===== src/gpod_map.svh =====
`ifndef GPOD_MAP_SVH
`define GPOD_MAP_SVH

// Register index offsets; byte address is four times the index
`define GPOD_IDX_P0_DATA    8'h80
`define GPOD_IDX_P1_DATA    8'h90
`define GPOD_IDX_P2_DATA    8'hA0
`define GPOD_IDX_P3_DATA    8'hB0
`define GPOD_IDX_P2_OD      8'hE4
`define GPOD_IDX_P0_DIR     8'hF9
`define GPOD_IDX_P1_DIR     8'hFA
`define GPOD_IDX_P2_DIR     8'hFB
`define GPOD_IDX_P3_DIR     8'hFC

`define GPOD_DIR_RESET      8'h00
`define GPOD_OD_RESET       8'h00
`define GPOD_DATA_RESET     8'hFF
`define GPOD_OD_MASK        8'hDC
`define GPOD_P3_MASK        8'h03
`define GPOD_FULL_MASK      8'hFF
`define GPOD_OD_PORT        2
`define GPOD_ZERO32         32'h0000_0000

`endif


===== src/gpod_pkg.sv =====
package gpod_pkg;
	typedef logic [7:0] gpod_byte_t;
	typedef enum logic [1:0] {
		GPOD_IDLE   = 2'b00,
		GPOD_ACCESS = 2'b01
	} gpod_apb_t;
endpackage : gpod_pkg


===== src/gpod_pin.sv =====
`timescale 1ns/100ps
module gpod_pin (
	input  wire logic pclk,
	input  wire logic presetn,
	input  wire logic dir,
	input  wire logic data,
	input  wire logic od_en,
	output logic      pin_o,
	output logic      pin_oe
);
	always_ff @(posedge pclk or negedge presetn) begin
		if (!presetn) begin
			pin_o  <= 1'b0;
			pin_oe <= 1'b0;
		end else begin
			pin_o  <= od_en ? 1'b0 : data;
			pin_oe <= dir & (~od_en | ~data);
		end
	end
endmodule : gpod_pin


===== src/gpod_top.sv =====
// Function
// - Up to 26 pins, each input or output under software control.
// - Output without open-drain drives both high and low.
// - One direction register per port, one bit per pin.
// - Direction bit 0 is input, 1 is output; readable and writable.
// - Reset clears all direction bits to input.
// - Port-2 pins 7,6,4,3,2 have writable open-drain enable bits.
// - Reset clears every open-drain enable bit.
// - Data register read returns live pin levels.
// - Data write latches at once, drives pin only in output mode.
//
// The implementer's own choice: the APB interface to the registers.
`timescale 1ns/100ps
`include "gpod_map.svh"
module gpod_top #(
	parameter int NPORTS = 4
) (
	input  wire logic                  pclk,
	input  wire logic                  presetn,
	input  wire logic                  psel,
	input  wire logic                  penable,
	input  wire logic                  pwrite,
	input  wire logic [11:0]           paddr,
	input  wire logic [31:0]           pwdata,
	output logic      [31:0]           prdata,
	output logic                       pready,
	output logic                       pslverr,
	input  wire logic [NPORTS*8-1:0]   pin_i,
	output logic      [NPORTS*8-1:0]   pin_o,
	output logic      [NPORTS*8-1:0]   pin_oe
);
	import gpod_pkg::*;

	if (NPORTS < 3 || NPORTS > 4) begin : g_bad_nports
		$error("NPORTS must be 3 or 4");
	end

	////////////////////////////////////////////////////////////////////////
	// Register storage
	gpod_byte_t dir_q  [NPORTS];
	gpod_byte_t data_q [NPORTS];
	gpod_byte_t od_q;
	gpod_apb_t  st_q;

	function automatic logic [9:0] word_idx(input logic [11:0] a);
		return a[11:2];
	endfunction : word_idx

	function automatic gpod_byte_t port_mask(input int p);
		return (p == 3) ? `GPOD_P3_MASK : `GPOD_FULL_MASK;
	endfunction : port_mask

	function automatic logic [9:0] dir_idx(input int p);
		case (p)
			0:       return {2'b00, `GPOD_IDX_P0_DIR};
			1:       return {2'b00, `GPOD_IDX_P1_DIR};
			2:       return {2'b00, `GPOD_IDX_P2_DIR};
			default: return {2'b00, `GPOD_IDX_P3_DIR};
		endcase
	endfunction : dir_idx

	function automatic logic [9:0] data_idx(input int p);
		case (p)
			0:       return {2'b00, `GPOD_IDX_P0_DATA};
			1:       return {2'b00, `GPOD_IDX_P1_DATA};
			2:       return {2'b00, `GPOD_IDX_P2_DATA};
			default: return {2'b00, `GPOD_IDX_P3_DATA};
		endcase
	endfunction : data_idx

	logic       wr_en;
	logic       rd_en;
	logic [9:0] idx;
	assign idx   = word_idx(paddr);
	assign wr_en = psel & penable & pwrite & (st_q == GPOD_ACCESS);
	assign rd_en = psel & penable & ~pwrite & (st_q == GPOD_ACCESS);

	////////////////////////////////////////////////////////////////////////
	// APB handshake: one wait state, answer on second access edge
	always_ff @(posedge pclk or negedge presetn) begin
		if (!presetn) begin
			st_q <= GPOD_IDLE;
		end else begin
			case (st_q)
				GPOD_IDLE:   st_q <= (psel & penable) ? GPOD_ACCESS : GPOD_IDLE;
				GPOD_ACCESS: st_q <= GPOD_IDLE;
				default:     st_q <= GPOD_IDLE;
			endcase
		end
	end

	always_ff @(posedge pclk or negedge presetn) begin
		if (!presetn) begin
			pready <= 1'b0;
		end else begin
			pready <= psel & penable & (st_q == GPOD_IDLE) & ~pready;
		end
	end

	////////////////////////////////////////////////////////////////////////
	// Per-port direction, data and pin drivers
	genvar gp, gb;
	generate
		for (gp = 0; gp < NPORTS; gp++) begin : g_port
			always_ff @(posedge pclk or negedge presetn) begin
				if (!presetn) begin
					dir_q[gp] <= `GPOD_DIR_RESET;
				end else if (wr_en && idx == dir_idx(gp)) begin
					dir_q[gp] <= pwdata[7:0] & port_mask(gp);
				end
			end

			always_ff @(posedge pclk or negedge presetn) begin
				if (!presetn) begin
					data_q[gp] <= `GPOD_DATA_RESET & port_mask(gp);
				end else if (wr_en && idx == data_idx(gp)) begin
					data_q[gp] <= pwdata[7:0] & port_mask(gp);
				end
			end

			for (gb = 0; gb < 8; gb++) begin : g_bit
				gpod_pin u_pin (
					.pclk    (pclk),
					.presetn (presetn),
					.dir     (dir_q[gp][gb]),
					.data    (data_q[gp][gb]),
					.od_en   ((gp == `GPOD_OD_PORT) ? od_q[gb] : 1'b0),
					.pin_o   (pin_o[gp*8+gb]),
					.pin_oe  (pin_oe[gp*8+gb])
				);
			end
		end
	endgenerate

	////////////////////////////////////////////////////////////////////////
	// Port-2 open-drain select
	always_ff @(posedge pclk or negedge presetn) begin
		if (!presetn) begin
			od_q <= `GPOD_OD_RESET;
		end else if (wr_en && idx == {2'b00, `GPOD_IDX_P2_OD}) begin
			od_q <= pwdata[7:0] & `GPOD_OD_MASK;
		end
	end

	////////////////////////////////////////////////////////////////////////
	// Read mux and error answer
	logic [31:0] rd_d;
	logic        hit_d;
	always_comb begin
		rd_d  = `GPOD_ZERO32;
		hit_d = (idx == {2'b00, `GPOD_IDX_P2_OD});
		if (hit_d) rd_d = {24'h000000, od_q};
		for (int p = 0; p < NPORTS; p++) begin
			if (idx == dir_idx(p)) begin
				rd_d  = {24'h000000, dir_q[p]};
				hit_d = 1'b1;
			end
			if (idx == data_idx(p)) begin
				rd_d  = {24'h000000, pin_i[p*8 +: 8] & port_mask(p)};
				hit_d = 1'b1;
			end
		end
	end

	always_ff @(posedge pclk or negedge presetn) begin
		if (!presetn) begin
			prdata  <= `GPOD_ZERO32;
			pslverr <= 1'b0;
		end else begin
			prdata  <= (psel & penable & ~pwrite & (st_q == GPOD_IDLE)) ? rd_d : `GPOD_ZERO32;
			pslverr <= psel & penable & (st_q == GPOD_IDLE) & ~hit_d;
		end
	end

	////////////////////////////////////////////////////////////////////////
	// Checks
	dir_reset_a: assert property (@(posedge pclk) $rose(presetn) |-> dir_q[0] == `GPOD_DIR_RESET)
		else $error("direction not cleared at reset");
	od_reset_a: assert property (@(posedge pclk) $rose(presetn) |-> od_q == `GPOD_OD_RESET)
		else $error("open-drain not cleared at reset");
	od_mask_a: assert property (@(posedge pclk) disable iff (!presetn) (od_q & ~`GPOD_OD_MASK) == `GPOD_OD_RESET)
		else $error("open-drain bit outside allowed pins");
	input_float_a: assert property (@(posedge pclk) disable iff (!presetn)
		!dir_q[0][0] |=> !pin_oe[0])
		else $error("input pin driven");
	push_pull_a: assert property (@(posedge pclk) disable iff (!presetn)
		dir_q[0][1] |=> pin_oe[1] && pin_o[1] == $past(data_q[0][1]))
		else $error("push-pull output wrong");
	od_high_a: assert property (@(posedge pclk) disable iff (!presetn)
		(dir_q[2][7] && od_q[7] && data_q[2][7]) |=> !pin_oe[23])
		else $error("open-drain high driven");
	od_low_a: assert property (@(posedge pclk) disable iff (!presetn)
		(dir_q[2][7] && od_q[7] && !data_q[2][7]) |=> pin_oe[23] && !pin_o[23])
		else $error("open-drain low not driven");
	data_write_a: assert property (@(posedge pclk) disable iff (!presetn)
		(wr_en && idx == {2'b00, `GPOD_IDX_P0_DATA}) |=> data_q[0] == $past(pwdata[7:0]))
		else $error("data write not latched");
	read_pin_a: assert property (@(posedge pclk) disable iff (!presetn)
		(psel && penable && !pwrite && st_q == GPOD_IDLE && idx == {2'b00, `GPOD_IDX_P1_DATA})
		|=> prdata[7:0] == $past(pin_i[15:8]))
		else $error("read does not show pin level");
	dir_write_a: assert property (@(posedge pclk) disable iff (!presetn)
		(wr_en && idx == {2'b00, `GPOD_IDX_P2_DIR}) |=> dir_q[2] == $past(pwdata[7:0]))
		else $error("direction write not latched");
	od_write_a: assert property (@(posedge pclk) disable iff (!presetn)
		(wr_en && idx == {2'b00, `GPOD_IDX_P2_OD}) |=> od_q == ($past(pwdata[7:0]) & `GPOD_OD_MASK))
		else $error("open-drain write not latched");
	pin_reset_a: assert property (@(posedge pclk) $rose(presetn) |-> pin_oe == '0)
		else $error("pin driven after reset");

	////////////////////////////////////////////////////////////////////////
	// Bus answer checks, then cover points
	ready_pulse_a: assert property (@(posedge pclk) disable iff (!presetn) pready |=> !pready)
		else $error("ready held too long");
	err_ready_a: assert property (@(posedge pclk) disable iff (!presetn) pslverr |-> pready)
		else $error("error without ready");
	rdata_idle_a: assert property (@(posedge pclk) disable iff (!presetn) !pready |-> prdata == `GPOD_ZERO32)
		else $error("read data outside answer");
	od_low_c: cover property (@(posedge pclk) pin_oe[23] && od_q[7] && !pin_o[23]);
	bad_index_c: cover property (@(posedge pclk) pslverr);
	dir_write_c: cover property (@(posedge pclk) wr_en && idx == {2'b00, `GPOD_IDX_P2_DIR});
	od_write_c: cover property (@(posedge pclk) wr_en && idx == {2'b00, `GPOD_IDX_P2_OD});
	pin_read_c: cover property (@(posedge pclk) rd_en && idx == {2'b00, `GPOD_IDX_P0_DATA});
endmodule : gpod_top


===== config.mk =====
export PLATFORM = sky130hd
export DESIGN_NAME = gpod_top
export DESIGN_NICKNAME = d
export VERILOG_FILES = /design/src/gpod_pkg.sv /design/src/gpod_pin.sv /design/src/gpod_top.sv
export VERILOG_INCLUDE_DIRS = /design/src /design/src/src
export SDC_FILE = /design/constraint.sdc
export NUM_CORES = 1
export LEC_CHECK = 0
export BUFFER_PORTS_ARGS = -buffer_cell sky130_fd_sc_hd__buf_2
export CAP_MARGIN = 20
export CORE_MARGIN = 3
export CORE_UTILIZATION = 50
export CTS_CLUSTER_DIAMETER = 150
export CTS_CLUSTER_SIZE = 28
export DETAILED_ROUTE_END_ITERATION = 12
export PLACE_DENSITY = 0.91
export SYNTH_ARGS = -nofsm -noshare
export SYNTH_HDL_FRONTEND = slang
export SYNTH_SLANG_ARGS = --single-unit

===== constraint.sdc =====
create_clock -name pclk -period 4.3 [get_ports pclk]
set_clock_uncertainty 0.1 [all_clocks]
set_input_delay 0.86 -clock pclk [delete_from_list [all_inputs] [get_ports pclk]]
set_output_delay 0.86 -clock pclk [all_outputs]
set_load 0.01 [all_outputs]

==> results.md <==
* Post_cts resized at 0
* Netlist cell types at 48
* Largest net degree at the start of global routing at 80
* Synth top area share at a little under half
* PwrDens at around 430 nW/um^2
* Setup crit end kind: flop
* Fmax at between 300 and 400 MHz
* Iter 0 DRT Violations at between 200 and 300
* Worst Hold Depth at 0
* Wire length per cell at approximately 18 um
* Via density per instance at 5.127
* Post-synth EDFFs at 0
* VDD IR max at roughly 0.27 mV
* Max-slew violations at 0
* RR Endpoint: dir_q[27]$_DFFE_PN0P_
* Ranking of synthesized cells by area: dfrtp_1, dfstp_2, buf_4
* HP Class: reg -> reg
* IO Pins at roughly 180
* Core Area at approximately 10000 um^2
* Clock buffer count from CTS at 17
* TritonCTS clock tree: yes
* Clock Latency Late Sink at approximately 0.5 ns
* Max_slew headroom at roughly 40%
* Crit path DAT at ~2.9 ns
* GRT overflow at 0
* Min Hold Slack at approximately 0.27 ns
* Critical path class: in -> reg
* First-pass GRT wire length at 17.77 mm
* Crit-path slowest cell: nor2_1
* FFs w/ async S/R, synth at 100.0%
* CP max FO at 13
* Vias at roughly 3.2k
* Total track usage at 20.65%
* Hold_sp: dir_q[24]$_DFFE_PN0P_
* Reg2reg start: st_q[0]$_DFF_PN0_
* Fin crit share at 60.82%
* Hold path endpoint: g_port[0].g_bit[0].u_pin.pin_oe$_DFF_PN0_
* P_leak at ~3.1 nW
* Setup TNS at 0 ns
* Final hold vios at 0
* Nets at ~560
* N_diodes at 0
* Die Span X at between 100 and 150 um
* Clk network pwr share at 52.1%
* Bufs and invs on worst path at 2
* Starting Density at a little over half
* Die Y at roughly 110 um
* Final-layout fill cell count at 793
* Post-synth design cell area at between 5000 and 6000 um^2
* CP Data Required Time at about 4.6 ns
* Root Driver: clkbuf_8
* RSZ-0062 raised after global routing: false
* Synth warnings at 0
* H-tree levels at 4
* Worst path top cell family by delay: simple AND/OR/NAND/NOR gates
* Max stage delay on crit path at 0.59 ns
* DP Wirelength at around 8 mm
* Switch share at a little under a quarter
* Final setup fails at 0
* CP startpoint: paddr[6]
* Routability-driven placement congestion ratio at 0.9608
* CP Cell Sequence: buf_2, and3b_1, nand3_1, nor2_1, buf_4, mux2_2
* Least-Margin Pin Slew at approximately 0.9 ns
* Main synth FF type: dfrtp_1
* Internal power at a little under 2 mW
* Port Buf Inserts at 110
* Clock slew seen by the registers of the worst setup and hold paths at 0.06 ns
* Logic pwr share at between 3 and 4%
* Die ar. at between 10000 and 15000 um^2
* Seq pwr share at 44.1%
* Minimum clock period at 2.615 ns
* Register area share after synthesis at 58.40%
* Post-route antenna net violation count at 0
* CTS Buffer Depth at 2
* Area growth syn-to-layout at 14.49%
* Worst Setup Start Kind: input pin
* Top-count cell post-synth: dfrtp_1
* Core Rows at 36
* Antenna violations before repair at 0
* CTS Sinks at 120
* Yosys reg bits at 120
* Vias in the first global route at ~3.4k
* Status: completed
* Commonest cells post-synth: dfrtp_1, buf_4, mux2_2
* DRT Pass-1 Iters at 4
* Routed WL at roughly 11 mm
* Reg2Reg Depth at 4
* Max-capacitance violation count at 0
* Post-CTS Hold Fix Bufs at 0
* Avg Synthesized Cell Area at between 10 and 15 um^2
* Synth area leader: dfrtp_1
* Cells after Synth at between 400 and 500
* Setup Buffers After CTS at 0
* Fraction of layout cells with a size suffix above 1 at 47.68%
* NetSw at around 0.6 mW
* Flop2flop setup slack at between 2 and 2.5 ns
* Remaining DRCs at 0
[worst register-to-register path: cells and delay by family, from the launching register on]
family,cells,cell delay (ns)
and+or+nand+nor,2,0.94
muxes,1,0.34
DFF,1,0.37
buffers and inverters,1,0.25
[cell usage in the layout (no fill, tap or decap), types with 4 or more instances in the layout]
master	Yosys	final
nand2_1	19	19
o21ai_0	4	4
dfrtp_1	94	94
nor2_2	5	5
clkinv_4	0	6
o221ai_1	5	5
buf_2	2	109
nand4_1	5	5
dfstp_2	26	26
clkbuf_16	0	16
and3_1	5	5
nor2_1	19	19
inv_1	6	6
a21boi_0	5	5
buf_4	88	4
mux2_2	54	54
a221oi_1	5	5
conb_1	1	36
a21oi_1	6	6
nor2b_1	6	6
nand3_1	10	10
[through the flow]
| step | instances | total power, mW | util, % | worst slack (ns) | cell area, um^2 |
|---|---|---|---|---|---|
| 2_1_floorplan | 445 | 1.210 | - | 1.815 | 5329 |
| 3_3_place_gp | 596 | 1.248 | 54.06 | 1.209 | 5381 |
| 3_5_place_dp | 596 | 1.250 | 54.06 | 1.198 | 5381 |
| 4_1_cts | 628 | 2.588 | 59.78 | 1.730 | 5951 |
| 5_1_grt | 628 | 2.666 | 59.78 | 1.566 | 5951 |
| 6_report | 628 | 2.574 | 59.78 | 1.685 | 5951 |
[logic make-up after synthesis]
logic type / after synthesis / synth area share (%)
AOI/OAI and AO/OA: 43 / 6.211
buffers and inverters: 101 / 13.70
DFF: 120 / 58.40
muxes: 56 / 12.08
other: 1 / 0.07215
and+or+nand+nor: 89 / 9.533
[state kept, by name, summed over array words and instances, names as in the netlist]
name	cells
data_q	26
dir_q	26
g_port.g_bit.u_pin.pin_o	26
g_port.g_bit.u_pin.pin_oe	26
od_q	5
prdata	8
pready	1
pslverr	1
st_q	1
[power by group through the flow]
| stage | logic, mW | registers, mW | clock network (mW) |
|---|---|---|---|
| finish | 0.0965 | 1.14 | 1.34 |
| detailed placement | 0.0959 | 1.15 | 0 |
| CTS | 0.0964 | 1.14 | 1.36 |
| global route | 0.109 | 1.14 | 1.42 |
| global placement | 0.0936 | 1.15 | 0 |
| floorplan | 0.0556 | 1.15 | 0 |
[routing by layer]
| layer | vias to the layer above | global-route usage, % | share of wire [%] |
|---|---|---|---|
| li1 | 1448 | - | - |
| met1 | 1570 | 25.13 | 37 |
| met2 | 175 | 32.82 | 50 |
| met3 | 27 | 7.821 | 10 |
| met4 | 0 | 9.378 | 2.6 |
| met5 | - | 0 | 0 |
[area by class of cell]
cell class / instances / area [um^2] / share of cell area, %
clock buffer: 18 / 417.9 / 7.023
clock inverter: 14 / 151.4 / 2.544
inverter: 6 / 22.52 / 0.3785
multi-input combinational: 224 / 1582 / 26.58
sequential: 120 / 3035 / 51.01
tap: 133 / 166.4 / 2.796
timing repair buffer: 113 / 575.6 / 9.672
[worst max-delay path by stage]
stage,slack (ns),to,depth (start not counted)
after global placement,1.21,dir_q[27]$_DFFE_PN0P_,6
after global routing,1.57,dir_q[27]$_DFFE_PN0P_,6
after detailed placement,1.20,dir_q[27]$_DFFE_PN0P_,6
final,1.68,dir_q[27]$_DFFE_PN0P_,6
after CTS,1.73,dir_q[27]$_DFFE_PN0P_,6
after floorplan,1.81,od_q[2]$_DFFE_PN0P_,6
Power figures use the tool's default switching activity.
